File: config.mk
export PLATFORM = sky130hd
export DESIGN_NAME = ivr_resolver
export DESIGN_NICKNAME = d
export VERILOG_FILES = /design/src/hdl/ivr_pkg.sv /design/src/hdl/ivr_pick.sv /design/src/hdl/ivr_resolver.sv
export SDC_FILE = /design/constraint.sdc
export NUM_CORES = 1
export LEC_CHECK = 0
export CORE_ASPECT_RATIO = 0.9
export CORE_UTILIZATION = 40
export DETAILED_ROUTE_END_ITERATION = 10
export DONT_BUFFER_PORTS = 1
export GPL_ROUTABILITY_DRIVEN = 0
export SLEW_MARGIN = 20
export SYNTH_ARGS = -nofsm -noshare
export SYNTH_HDL_FRONTEND = slang
export SYNTH_SLANG_ARGS = --single-unit
File: constraint.sdc
create_clock -name clk_sys -period 206 [get_ports clk_sys]
set_input_delay 41.2 -clock clk_sys [delete_from_list [all_inputs] [get_ports clk_sys]]
set_output_delay 41.2 -clock clk_sys [all_outputs]
set_load 0.005 [all_outputs]
File: src/hdl/ivr_pkg.sv
// constants, layouts and carrier types of the interrupt vector resolver
// assumes one system clock, synchronous reset, avalon-mm register access
// Function
// - primary table starts at word 000004h
// - five traps plus up to 118 sources
// - winning source selects its own vector
// - each entry is a 24-bit routine address
// - at equal level, lower vector wins by natural order
// - alt_table_enable redirects every vector fetch
// - alternate table follows primary, same layout
// - alternate address is base plus vector offset
// - reset bypasses resolver, entry address zero
// - fixed trap priorities fifteen down to eleven
// - ecc double error raises vector two
// - soft hard trap shares vector two, gated
// - request number maps flag, enable, priority
// - primary address is 4 plus twice vector
// - clock calendar uses vector 70, request 62
// - ecc single error uses vector 116
// - logic cell one uses vector 104
// - flags set by source, cleared by software
// - three-bit field picks one of eight levels
// - acceptance latches vector and new level
// - cpu level seven or more blocks users
package ivr_pkg;
   localparam int          NUM_IRQ      = 118;
   localparam int          NUM_TRAP     = 8;
   localparam int          FLAG_WORDS   = 8;
   localparam int          PRIO_WORDS   = 30;
   localparam int          NUM_FIELDS   = 4 * PRIO_WORDS;
   // request numbers that exist; all others are reserved
   localparam logic [127:0] IRQ_IMPL    = 128'h0020_5463_CC30_210F_FC66_7833_E31F_FFFF;
   localparam logic [23:0] TABLE_OFFSET = 24'h000004;
   localparam logic [23:0] RESET_ENTRY  = 24'h000000;
   localparam logic [23:0] PRIMARY_END  = 24'h000100;
   localparam logic [23:0] ALT_BASE_DEF = 24'h000400; // last boot page, plain default
   // trap vectors and their fixed levels
   localparam logic [7:0]  VEC_OSC      = 8'h00;
   localparam logic [7:0]  VEC_ADDR     = 8'h01;
   localparam logic [7:0]  VEC_HARD     = 8'h02;
   localparam logic [7:0]  VEC_STACK    = 8'h03;
   localparam logic [7:0]  VEC_MATH     = 8'h04;
   localparam logic [7:0]  USER_VEC0    = 8'h08;
   localparam logic [3:0]  LVL_OSC      = 4'hF;
   localparam logic [3:0]  LVL_ADDR     = 4'hE;
   localparam logic [3:0]  LVL_HARD     = 4'hD;
   localparam logic [3:0]  LVL_STACK    = 4'hC;
   localparam logic [3:0]  LVL_MATH     = 4'hB;
   localparam logic [3:0]  LVL_USER_MAX = 4'h7;
   // register byte addresses
   localparam logic [7:0]  OFS_FLAG     = 8'h00;
   localparam logic [7:0]  OFS_EN       = 8'h20;
   localparam logic [7:0]  OFS_PRIO     = 8'h40;
   localparam logic [7:0]  OFS_CTL_ONE  = 8'hC0;
   localparam logic [7:0]  OFS_CTL_TWO  = 8'hC4;
   localparam logic [7:0]  OFS_CTL_FOUR = 8'hCC;
   localparam logic [7:0]  OFS_TAKEN    = 8'hD0;
   localparam logic [7:0]  OFS_CPU_LVL  = 8'hD4;
   // field positions
   localparam int          B_OSC        = 1;
   localparam int          B_STACK      = 2;
   localparam int          B_ADDR       = 3;
   localparam int          B_MATH       = 4;
   localparam int          B_ALT_EN     = 8;
   localparam int          B_SOFT_EN    = 13;
   localparam int          B_SOFT_TRAP  = 0;
   localparam int          B_ECC_TRAP   = 1;
   localparam logic [15:0] CTL_ONE_MASK = 16'h001E;
   localparam logic [15:0] CTL_TWO_MASK = 16'h2100;
   localparam logic [15:0] CTL_FOUR_MSK = 16'h0003;
   localparam logic [15:0] RST_WORD     = 16'h0000;

   // hardware trap events, one-cycle pulses
   typedef struct packed {
      logic osc_fail;
      logic addr_error;
      logic stack_error;
      logic divide_zero_error;
      logic ecc_double_bit_trap;
   } ivr_trap_type;

   // request presented to the cpu core
   typedef struct packed {
      logic        valid;
      logic [7:0]  vector;
      logic [3:0]  level;
      logic [23:0] fetch_addr;
   } ivr_req_type;
endpackage : ivr_pkg

File: src/hdl/ivr_pick.sv
// natural-order picker over user requests
// assumes pend and prio come from flops on the same clock
`timescale 1ns/1ps
`default_nettype none
module ivr_pick #(
   parameter int N = 118
) (
   input  wire logic [N-1:0]   pend,
   input  wire logic [3*N-1:0] prio,
   output logic                found,
   output logic [6:0]          idx,
   output logic [2:0]          level
);
   // refuse widths the 7-bit index cannot serve
   if (N < 1 || N > 128) begin : g_bad_n
      $error("ivr_pick: N out of range");
   end

   // walk downward so that an equal level at a lower number takes over
   always_comb begin
      found = 1'b0;
      idx   = 7'h00;
      level = 3'h0;
      for (int i = N - 1; i >= 0; i--) begin
         if (pend[i] && (!found || prio[3*i +: 3] >= level)) begin
            found = 1'b1;
            idx   = 7'(i);
            level = prio[3*i +: 3];
         end
      end
   end
endmodule : ivr_pick
`default_nettype wire

File: src/hdl/ivr_resolver.sv
// trap and interrupt resolver with avalon-mm register slave
// assumes sources, traps and cpu level come from logic on clk_sys
//
// Decided for this implementation: the address map and the Avalon-MM interface to the registers.
`timescale 1ns/1ps
`default_nettype none
module ivr_resolver #(
   parameter logic [23:0] ALT_TABLE_BASE = ivr_pkg::ALT_BASE_DEF
) (
   input  wire logic                clk_sys,
   input  wire logic                rst,
   input  wire logic [7:0]          address,
   input  wire logic                read,
   input  wire logic                write,
   input  wire logic [31:0]         writedata,
   output logic [31:0]              readdata,
   output logic                     waitrequest,
   input  wire logic [117:0]        irq_source,
   input  wire ivr_pkg::ivr_trap_type trap_event,
   input  wire logic [3:0]          cpu_priority_level,
   input  wire logic                irq_accept,
   output ivr_pkg::ivr_req_type     cpu_req,
   output logic [23:0]              reset_entry
);
   localparam int NI = ivr_pkg::NUM_IRQ;

   // refuse a base that would overlap the primary table
   if (ALT_TABLE_BASE < ivr_pkg::PRIMARY_END) begin : g_bad_base
      $error("ivr_resolver: alternate table overlaps primary");
   end

   // storage, reserved positions pruned by the mask
   logic [127:0] flag_q;
   logic [127:0] flag_d;
   logic [127:0] en_q;
   logic [127:0] en_d;
   logic [2:0]   prio_q [ivr_pkg::NUM_FIELDS];
   logic [15:0]  ctl_one_q;
   logic [15:0]  ctl_two_q;
   logic [15:0]  ctl_four_q;
   logic [15:0]  taken_q;
   logic         ack_q;
   logic [31:0]  readdata_q;
   ivr_pkg::ivr_req_type req_q;

   // bus decode
   wire        bus_req  = read | write;
   wire        wr_go    = write & ack_q;
   wire [5:0]  widx     = address[7:2];
   wire        hit_flag = (address[7:5] == 3'h0);
   wire        hit_en   = (address[7:5] == 3'h1);
   wire        hit_prio = (address >= ivr_pkg::OFS_PRIO) && (address < ivr_pkg::OFS_CTL_ONE);
   wire [2:0]  fwd      = widx[2:0];
   wire [4:0]  pwd      = 5'(widx - 6'h10);
   wire        wr_one   = wr_go && address == ivr_pkg::OFS_CTL_ONE;
   wire        wr_two   = wr_go && address == ivr_pkg::OFS_CTL_TWO;
   wire        wr_four  = wr_go && address == ivr_pkg::OFS_CTL_FOUR;

   // one wait state gives the read mux a full cycle
   assign waitrequest = bus_req & ~ack_q;
   assign readdata    = readdata_q;
   assign reset_entry = ivr_pkg::RESET_ENTRY;

   always_ff @(posedge clk_sys) begin
      if (rst) begin
         ack_q <= 1'b0;
      end else begin
         ack_q <= bus_req & ~ack_q;
      end
   end

   // flag and enable words, hardware set wins over a software clear
   always_comb begin
      flag_d = flag_q;
      en_d   = en_q;
      if (wr_go && hit_flag) begin
         flag_d[16*fwd +: 16] = writedata[15:0];
      end
      if (wr_go && hit_en) begin
         en_d[16*fwd +: 16] = writedata[15:0];
      end
      flag_d = (flag_d | {10'h000, irq_source}) & ivr_pkg::IRQ_IMPL;
      en_d   = en_d & ivr_pkg::IRQ_IMPL;
   end

   always_ff @(posedge clk_sys) begin
      if (rst) begin
         flag_q <= '0;
         en_q   <= '0;
      end else begin
         flag_q <= flag_d;
         en_q   <= en_d;
      end
   end

   // priority fields: four per word at 4*(n mod 4); reserved stay zero
   genvar g;
   generate
      for (g = 0; g < ivr_pkg::NUM_FIELDS; g++) begin : g_prio
         always_ff @(posedge clk_sys) begin
            if (rst || !ivr_pkg::IRQ_IMPL[g]) begin
               prio_q[g] <= 3'h0;
            end else if (wr_go && hit_prio && pwd == 5'(g / 4)) begin
               prio_q[g] <= writedata[4*(g%4) +: 3];
            end
         end
      end
   endgenerate

   // trap control words; hardware trap events set bits, set wins
   always_ff @(posedge clk_sys) begin
      if (rst) begin
         ctl_one_q  <= ivr_pkg::RST_WORD;
         ctl_two_q  <= ivr_pkg::RST_WORD;
         ctl_four_q <= ivr_pkg::RST_WORD;
      end else begin
         ctl_one_q  <= ((wr_one ? writedata[15:0] : ctl_one_q)
                       | {11'h000, trap_event.divide_zero_error, trap_event.addr_error,
                          trap_event.stack_error, trap_event.osc_fail, 1'b0})
                       & ivr_pkg::CTL_ONE_MASK;
         ctl_two_q  <= (wr_two ? writedata[15:0] : ctl_two_q) & ivr_pkg::CTL_TWO_MASK;
         ctl_four_q <= ((wr_four ? writedata[15:0] : ctl_four_q)
                       | {14'h0000, trap_event.ecc_double_bit_trap, 1'b0})
                       & ivr_pkg::CTL_FOUR_MSK;
      end
   end

   // read mux for the addressed word
   function automatic logic [15:0] prio_word(input logic [4:0] w);
      logic [15:0] r;
      r = 16'h0000;
      for (int k = 0; k < 4; k++) begin
         if (4*w + k < ivr_pkg::NUM_FIELDS) begin
            r[4*k +: 3] = prio_q[4*w + k];
         end
      end
      return r;
   endfunction : prio_word

   // always_comb sees the array reads inside the function, a plain assign would not
   logic [15:0] prio_rd;
   always_comb begin
      prio_rd = prio_word(pwd);
   end

   wire [15:0] rd_word =
      hit_flag ? flag_q[16*fwd +: 16] :
      hit_en   ? en_q[16*fwd +: 16] :
      hit_prio ? prio_rd :
      (address == ivr_pkg::OFS_CTL_ONE)  ? ctl_one_q :
      (address == ivr_pkg::OFS_CTL_TWO)  ? ctl_two_q :
      (address == ivr_pkg::OFS_CTL_FOUR) ? ctl_four_q :
      (address == ivr_pkg::OFS_TAKEN)    ? taken_q :
      (address == ivr_pkg::OFS_CPU_LVL)  ? {12'h000, cpu_priority_level} :
      16'h0000; // unmapped reads zero, writes dropped

   always_ff @(posedge clk_sys) begin
      if (rst) begin
         readdata_q <= 32'h0000_0000;
      end else if (read && !ack_q) begin
         readdata_q <= {16'h0000, rd_word};
      end
   end

   // user candidates: flag, enable and level above the cpu
   logic [NI-1:0]   pend;
   logic [3*NI-1:0] prio_flat;
   generate
      for (g = 0; g < NI; g++) begin : g_pend
         assign prio_flat[3*g +: 3] = prio_q[g];
         assign pend[g] = flag_q[g] & en_q[g] & ({1'b0, prio_q[g]} > cpu_priority_level);
      end
   endgenerate

   logic       user_found;
   logic [6:0] user_idx;
   logic [2:0] user_lvl;

   ivr_pick #(
      .N     (NI)
   ) u_pick (
      .pend  (pend),
      .prio  (prio_flat),
      .found (user_found),
      .idx   (user_idx),
      .level (user_lvl)
   );

   // traps by fixed level, each needs a level above the cpu
   wire t_osc   = ctl_one_q[ivr_pkg::B_OSC]   && ivr_pkg::LVL_OSC   > cpu_priority_level;
   wire t_addr  = ctl_one_q[ivr_pkg::B_ADDR]  && ivr_pkg::LVL_ADDR  > cpu_priority_level;
   wire t_hard  = (ctl_four_q[ivr_pkg::B_ECC_TRAP]
                  || (ctl_four_q[ivr_pkg::B_SOFT_TRAP] && ctl_two_q[ivr_pkg::B_SOFT_EN]))
                  && ivr_pkg::LVL_HARD > cpu_priority_level;
   wire t_stack = ctl_one_q[ivr_pkg::B_STACK] && ivr_pkg::LVL_STACK > cpu_priority_level;
   wire t_math  = ctl_one_q[ivr_pkg::B_MATH]  && ivr_pkg::LVL_MATH  > cpu_priority_level;
   wire alt_en  = ctl_two_q[ivr_pkg::B_ALT_EN];

   // winner: traps outrank users, lower vector first among traps
   logic [7:0] win_vec;
   logic [3:0] win_lvl;
   logic       win_ok;
   always_comb begin
      win_ok  = 1'b1;
      win_vec = ivr_pkg::VEC_OSC;
      win_lvl = ivr_pkg::LVL_OSC;
      if (t_osc) begin
         win_vec = ivr_pkg::VEC_OSC;
         win_lvl = ivr_pkg::LVL_OSC;
      end else if (t_addr) begin
         win_vec = ivr_pkg::VEC_ADDR;
         win_lvl = ivr_pkg::LVL_ADDR;
      end else if (t_hard) begin
         win_vec = ivr_pkg::VEC_HARD;
         win_lvl = ivr_pkg::LVL_HARD;
      end else if (t_stack) begin
         win_vec = ivr_pkg::VEC_STACK;
         win_lvl = ivr_pkg::LVL_STACK;
      end else if (t_math) begin
         win_vec = ivr_pkg::VEC_MATH;
         win_lvl = ivr_pkg::LVL_MATH;
      end else if (user_found) begin
         win_vec = ivr_pkg::USER_VEC0 + {1'b0, user_idx};
         win_lvl = {1'b0, user_lvl};
      end else begin
         win_ok  = 1'b0;
      end
   end

   // table address; 24-bit entry there holds the routine start
   wire [23:0] tbl_base  = alt_en ? ALT_TABLE_BASE : 24'h000000;
   wire [23:0] fetch_nxt = tbl_base + ivr_pkg::TABLE_OFFSET
                           + {15'h0000, win_vec, 1'b0};

   always_ff @(posedge clk_sys) begin
      if (rst) begin
         req_q <= '0;
      end else begin
         req_q <= '{valid: win_ok, vector: win_vec, level: win_lvl, fetch_addr: fetch_nxt};
      end
   end

   assign cpu_req = req_q;

   // acceptance latches vector and new level for software
   always_ff @(posedge clk_sys) begin
      if (rst) begin
         taken_q <= ivr_pkg::RST_WORD;
      end else if (irq_accept && req_q.valid) begin
         taken_q <= {4'h0, req_q.level, req_q.vector};
      end
   end

   // one-cycle copies so a vector can be traced to the state that chose it
   logic [NI-1:0]   pend_q;
   logic [3*NI-1:0] prio_flat_q;
   always_ff @(posedge clk_sys) begin
      pend_q      <= pend;
      prio_flat_q <= prio_flat;
   end
endmodule : ivr_resolver
`default_nettype wire

==> key figures, run 1 <==
Timing
  – Remaining max-slew budget at the tightest pin: 0.231
  – Number of endpoints failing setup at the final stage: 0
  – Fmax: 7.08 MHz
  – Number of hold violations in the final report: 0
  – Slew at the pin with the worst max-slew slack: 1.15 ns
  – Setup repair after global routing missed its margin: no
  – Final period demand of the worst path: between 100 and 150 ns
  – Max Clock Skew: between 0.02 and 0.025 ns
  – Post-Route Setup TNS: 0 ns
  – Period Utilization, post-route: 0.686
  – Max-slew violations: 0

Yosys
  – Top cell type by total area after synthesis: sky130_fd_sc_hd__edfxtp_1
  – Post-Synthesis Cell Area: 0.0331 mm²
  – Share of synthesized registers carrying an async set or reset: 0
  – Syn Inst Count: between 3000 and 4000
  – Number of unique standard cell types used by synthesis: 118
  – Post-synth EDFFs: 192
  – Share of the yosys chip area belonging to registers: 0.287
  – Warnings from Yosys: 0
  – Area share of the leading cell type in the synthesized netlist: 0.174
  – Yosys reg bits: 379
  – Mapped Avg Cell Area: 8.34 µm²
  – Leading post-synthesis cells by cell area: sky130_fd_sc_hd__edfxtp_1, sky130_fd_sc_hd__ha_1, sky130_fd_sc_hd__dfxtp_1, sky130_fd_sc_hd__a21oi_1, sky130_fd_sc_hd__and2_1
  – Synth Flop Type: sky130_fd_sc_hd__edfxtp_1

Global routing
  – First-pass GRT wire length: 188 mm
  – Total congestion overflow: 0
  – Via count of the first global-routing pass: between 20000 and 30000
  – Initial antenna violation count: 12
  – Pin count of the biggest net entering global routing: 188
  – Combined global-route utilization of all metal layers: 0.298

Detailed routing
  – ANT nets after route: 0
  – Routed length per instance: between 20 and 30 µm
  – Met1 Routed Length: 55.4 mm
  – Number of design rule violations left after detail routing: 0
  – First DRT Iteration DRCs: 4028
  – Uppermost signal routing layer after detailed routing: met5
  – Router iterations before antenna repair: 7
  – Met2 layer wire length in the routed design: 52.2 mm
  – Drt via density: 6.31
  – Met3 WL post-DR: 15.4 mm
  – Detailed-route via count: about 31000
  – Wirelength, routed: 129 mm

Power and ir drop
  – Cell Pwr Density: 5.10 mW/mm²
  – Highest ir drop seen on vdd: 5.82 µV
  – Leakage power: 14.5 nW
  – Post-layout total power: ~0.18 mW
  – Switching share of total power: 0.274
  – Internal Dissipation: between 0.1 and 0.15 mW
  – Net switching power: 0.0492 mW
  – Sequential Power Share: 0.482
  – Combinational share of power: 0.114
  – Clock Power Share: 0.405

Finish
  – Non-filler instance count after layout: 4975
  – Area growth from synthesis to final layout: 6.06%
  – Layout cells sized above 1: 0.0565
  – Nets@finish: about 4400
  – Most frequent standard cell in the layout excluding fill and tap cells: sky130_fd_sc_hd__ha_1
  – Most frequent cells in the layout: sky130_fd_sc_hd__ha_1, sky130_fd_sc_hd__nand2_1, sky130_fd_sc_hd__nor2_1, sky130_fd_sc_hd__a21oi_1, sky130_fd_sc_hd__inv_1

Place
  – HPWL after detailed placement: 98.1 mm
  – # placed instances: 4900
  – Number of buffers added on ports: 0

Worst setup path
  – CP max FO: 15
  – Worst path max stage delay: 0.89 ns
  – Slowest cell on the critical path: sky130_fd_sc_hd__o31ai_1
  – Data required time of the worst path: roughly 210 ns
  – Most numerous cell on the critical path: sky130_fd_sc_hd__ha_1
  – Worst endpoint data arrival time: ~140 ns
  – Nature of the critical path endpoint: flip-flop
  – Crit Path Category: in -> reg
  – Element type at the critical path start: input port

Die
  – Total Die Area: 0.0840 mm²
  – Initial Utilization: 0.407
  – Core box area: 0.0815 mm²
  – I/O pins: 266
  – Die width: 305 µm
  – Chip Height: 275 µm
  – Number of core rows: 99

Clocking
  – Clock root cell: sky130_fd_sc_hd__clkbuf_16
  – Level count of the clock H-tree: 2
  – Quantity of hold-fixing buffers added after cts: 0
  – Post-CTS resize count: 0
  – Clock-pin slew reported for the worst setup and hold paths after clock tree synthesis: roughly 0.060 ns
  – Clock net sink count: 379
  – Buffer depth of the longest clock path: 3
  – Count of buffers added by post-CTS timing repair for setup: 0
  – Clock tree from TritonCTS: built
  – TritonCTS Buffers: 40
  – Clock latency on the worst-skew pair: 0.58 ns

Outcome
  – Status: finished clean

Flow run
  – Maximum capacitance violations: 0

Worst hold path
  – Path class of the lowest-slack min-delay path: reg -> reg
-- registers in the layout (all words and copies together), names as in the netlist --
name	count
prio_q	192
en_q	64
flag_q	64
cpu_req	22
readdata	16
taken_q	12
ctl_one_q	4
ctl_four_q	2
ctl_two_q	2
ack_q	1
-- cells in the mapped netlist, drive strengths merged (11+ instances only) --
library cell	number
edfxtp	192
nand3	78
o211a	11
nor2b	83
or3	18
nor4	14
a22oi	36
o221ai	17
nand2b	71
a311oi	33
o21ai	232
nor3	72
or2	20
mux2i	99
nor2	331
a41oi	11
and3	79
a31o	15
o21a	63
o31a	11
and2	206
mux4	23
a22o	11
dfxtp	187
buf	75
o22ai	16
a21oi	278
o211ai	37
nand2	333
a211o	12
mux2	31
ha	335
inv	251
a31oi	116
o21bai	12
clkbuf	138
o31ai	20
a21boi	23
nand3b	70
a21o	73
a221oi	20
a211oi	57
-- routing by layer --
metal,vias to the layer above,GRT usage
met5,-,0
met4,14,0.137
met3,336,0.0756
met2,1663,0.426
met1,14926,0.417
li1,14452,-
-- worst max-delay path, delay by kind of cell --
kind	cells	cell delay [ns]
buf+inv	16	1.66
simple gates	137	23.52
compound gates	193	48.45
mux	16	6.13
fa+ha+maj	75	20.67
-- logic make-up (layout without fill, tap and decap cells) --
family                   after synthesis  in the layout  share of synthesized area
AO/OA/AOI/OAI                       1202           1202                      0.247
XOR/XNOR                               4              4                    0.00106
adder cells (fa/ha/maj)              345            345                      0.129
buffers and inverters                465            348                     0.0590
flip-flops                           379            379                      0.287
multiplexers                         153            153                     0.0561
other                                  1             58                   0.000113
AND/OR/NAND/NOR                     1426           1426                      0.221
-- through the flow --
stage	hold WS (ns)	setup slack, ns	utilization	instance area, µm²
after floorplan	0.436	79.10	-	33300
after CTS	0.457	66.40	0.431	35100
after global routing	0.486	56.45	0.431	35100
after detailed placement	0.446	66.21	0.416	33900
after global placement	0.451	66.76	0.416	33900
final	0.466	64.69	0.431	35200
-- power by group through the flow --
stage               clock network [mW]  logic (mW)  registers, mW
global placement                     0      0.0192         0.0877
floorplan                            0      0.0168         0.0853
detailed placement                   0      0.0197         0.0877
finish                          0.0726      0.0204         0.0864
CTS                             0.0724      0.0198         0.0861
global route                    0.0750      0.0224         0.0865
-- worst paths after layout --
path                               from         end  slack [ns]  depth (start not counted)
setup / recovery  cpu_priority_level[2]  cpu_req[8]       64.69                        437
hold / removal               taken_q[2]  taken_q[2]        0.47                          2
setup reg to reg         prio_q[117][2]  cpu_req[8]      105.15                        436
hold reg to reg              taken_q[2]  taken_q[2]        0.47                          2
-- final cells by class --
class	instances	area, µm²
Antenna cell	3	7.51
Sequential cell	379	9510
Inverter	252	946
Fill cell	8124	46400
Tap cell	1060	1330
Multi-Input combinational cell	3185	21900
Timing Repair Buffer	24	193
Clock inverter	13	130
Clock buffer	59	1120
(Power assumes the default switching activity.)
==> run 2, diff against run 1 <==
Clock period 206 ns to 126.2 ns, I/O delays scaled along.
==> run 2 against run 1 <==
Effect of this change: total power increased by 69%; clock skew increased by 0.0026 ns; setup slack got worse by 57 ns; register-to-register slack got worse by 73 ns; global-route usage decreased by 0.11 points; count of clock-buffer cells in the layout decreased by 5; non-clock buffer count increased by 7; cell area increased by 1.2%; utilization increased by 0.53 points; worst hold slack improved by 0.0025 ns; sequential share of layout area decreased by 0.33 points; die area unchanged; largest cell class unchanged; largest power group unchanged; highest routed layer unchanged.
==> key figures, run 2 (synthesis results as in run 1) <==
Outcome
  – Status: finished clean

Flow run
  – Maximum capacitance violations: 0 (unchanged)

Finish
  – Nets@finish: 4397 (+0.18%)
  – Number of fill cells in the layout: 8118 (-0.074%)
  – Most flops, register: prio_q
  – Largest register FFs: 192 (unchanged)
  – Design area: 0.0356 mm² (+1.2%)
  – Most frequent standard cell in the layout excluding fill and tap cells: sky130_fd_sc_hd__ha_1
  – Area growth from synthesis to final layout: 7.36%
  – Non-filler instance count after layout: 4985 (+0.20%)
  – Sequential cell area: 0.00951 mm² (unchanged)
  – Layout cells sized above 1: 0.0704 (+0.0139)
  – Footprint of the multi-input gates: 0.0221 mm² (+1.0%)
  – Most frequent cells in the layout: sky130_fd_sc_hd__ha_1, sky130_fd_sc_hd__nand2_1, sky130_fd_sc_hd__nor2_1, sky130_fd_sc_hd__a21oi_1, sky130_fd_sc_hd__inv_1
  – Top Registers: prio_q (192), en_q (64), flag_q (64)

Worst setup path
  – Depth of the critical timing path with buffers and inverters included: 442 (+1.1%)
  – Count of cells along the worst register-to-register path: 441 (+1.1%)
  – Worst reg2reg path startpoint: prio_q[117][2]
  – Nature of the critical path endpoint: flip-flop
  – Slowest cell on the critical path: sky130_fd_sc_hd__or4b_2
  – Worst path max stage delay: 0.61 ns (-0.28 ns)
  – Element type at the critical path start: input port
  – Most numerous cell on the critical path: sky130_fd_sc_hd__ha_1
  – Top Family by Delay on Critical Path: compound AO/OA/AOI/OAI gates
  – Start point of the critical path: cpu_priority_level[2]
  – Data required time of the worst path: 126.71 ns (-79.80 ns)
  – Crit Path Category: in -> reg
  – Worst endpoint data arrival time: 119.30 ns (-22.52 ns)
  – CP max FO: 15 (unchanged)
  – Count of buffer and inverter cells on the critical path: 17 (+1)

Detailed routing
  – Wirelength, routed: 130 mm (+0.36%)
  – Router iterations before antenna repair: 6 (-1)
  – Detailed-route via count: 31701 (+0.99%)
  – First DRT Iteration DRCs: 3924 (-2.6%)
  – Drt via density: 6.36 (+0.78%)
  – ANT nets after route: 0 (unchanged)
  – Number of design rule violations left after detail routing: 0 (unchanged)
  – Routed length per instance: 26.0 µm (+0.15%)

Die
  – Die width: 305 µm (unchanged)
  – Initial Utilization: 0.407 (unchanged)
  – Number of core rows: 99 (unchanged)
  – Total Die Area: 0.0840 mm² (unchanged)
  – I/O pins: 266 (unchanged)
  – Core box area: 0.0815 mm² (unchanged)
  – Chip Height: 275 µm (unchanged)

Timing
  – Final worst slack: 7.41 ns (-57.28 ns)
  – Number of endpoints failing setup at the final stage: 0 (unchanged)
  – Remaining max-slew budget at the tightest pin: 0.194 (-0.0364)
  – Period Utilization, post-route: 0.941
  – Slew at the pin with the worst max-slew slack: 1.20 ns (+0.0544 ns)
  – Final period demand of the worst path: around 120 ns
  – Max Clock Skew: 0.0244 ns (+0.00261 ns)
  – Max-slew violations: 0 (unchanged)
  – Number of hold violations in the final report: 0 (unchanged)
  – Post-Route Setup TNS: 0 ns (unchanged)
  – Fmax: around 8.4 MHz

Place
  – # placed instances: 4899 (-0.020%)
  – HPWL after detailed placement: 98.2 mm (+0.12%)
  – Number of buffers added on ports: 0 (unchanged)
  – Placement Cell Area: 0.0339 mm² (about the same)
  – Minimum setup slack after placement: 2.49 ns (-63.73 ns)

Worst hold path
  – Hold Startpoint: taken_q[4]
  – Path class of the lowest-slack min-delay path: reg -> reg
  – Worst hold path depth: 2 (unchanged)

Global routing
  – Combined global-route utilization of all metal layers: 0.297 (-0.00111)
  – Total congestion overflow: 0 (unchanged)
  – Via count of the first global-routing pass: 28225 (-0.40%)
  – First-pass GRT wire length: 187 mm (-0.26%)
  – Initial antenna violation count: 14 (+2)
  – Pin count of the biggest net entering global routing: 188 (unchanged)

Power and ir drop
  – Leakage power: 14.7 nW (+1.2%)
  – Switching share of total power: 0.274 (-0.000617)
  – Clock Power Share: 0.423 (+0.018)
  – Combinational share of power: 0.110 (-0.004)
  – Net switching power: 0.0828 mW (+68%)
  – Cell Pwr Density: 8.49 mW/mm² (+66%)
  – Highest ir drop seen on vdd: 12.9 µV (+120%)
  – Sequential Power Share: 0.467 (-0.015)
  – Internal Dissipation: 0.219 mW (+69%)

Clocking
  – Clock-pin slew reported for the worst setup and hold paths after clock tree synthesis: 0.06 ns (about the same)
  – TritonCTS Buffers: 41 (+2.5%)
  – Clock root cell: sky130_fd_sc_hd__clkbuf_16
  – Quantity of hold-fixing buffers added after cts: 0 (unchanged)
  – Buffer depth of the longest clock path: 3 (unchanged)
  – Clock tree from TritonCTS: built
  – Level count of the clock H-tree: 2 (unchanged)
  – Clock latency on the worst-skew pair: 0.60 ns (+0.02 ns)
  – Clock net sink count: 379 (unchanged)
## run 2: path summary, 6_finish.rpt
kind	slack, ns	endpoint
worst max-delay path	7.41	cpu_req[8]
worst min-delay path	0.47	taken_q[4]
worst max register to register	31.88	cpu_req[8]
worst min register to register	0.47	taken_q[4]
## run 2: worst min-delay path: cells and delay by family, from the launching register on
| family | cells | cell delay [ns] |
|---|---|---|
| simple gates | 1 | 0.06 |
| compound gates | 1 | 0.05 |
| flops | 1 | 0.32 |
## run 2: power by group through the flow
stage / combinational, mW / clock (mW) / sequential [mW]
5_1_grt: 0.0366 / 0.132 / 0.141
3_5_place_dp: 0.0320 / 0 / 0.143
4_1_cts: 0.0322 / 0.128 / 0.141
6_report: 0.0332 / 0.128 / 0.141
2_1_floorplan: 0.0275 / 0 / 0.139
3_3_place_gp: 0.0314 / 0 / 0.143
## run 2: layout make-up
type / count / area share
sequential: 379 / 0.267
clock inverter: 22 / 0.00647
inverter: 252 / 0.0266
tap: 1060 / 0.0373
timing repair buffer: 31 / 0.00689
clock buffer: 54 / 0.0331
multi-input combinational: 3185 / 0.622
antenna: 2 / 0.000141
## run 2: what timing repair did
action                     in CTS  in global routing
setup buffers                   0                  8
setup endpoints to repair       0                 19
gates resized for setup         0                 49
## run 2: routing by layer
| metal | track usage | share of wire |
|---|---|---|
| met5 | 0 | 0.0012 |
| met3 | 0.0791 | 0.12 |
| met1 | 0.411 | 0.43 |
| met4 | 0.132 | 0.048 |
| met2 | 0.430 | 0.41 |
## run 2: through the flow
stage,util,hold WS [ns],power (mW)
global route,0.437,0.487,0.310
finish,0.437,0.468,0.302
global placement,0.415,0.451,0.175
detailed placement,0.416,0.452,0.175
CTS,0.433,0.466,0.300
floorplan,-,0.436,0.167
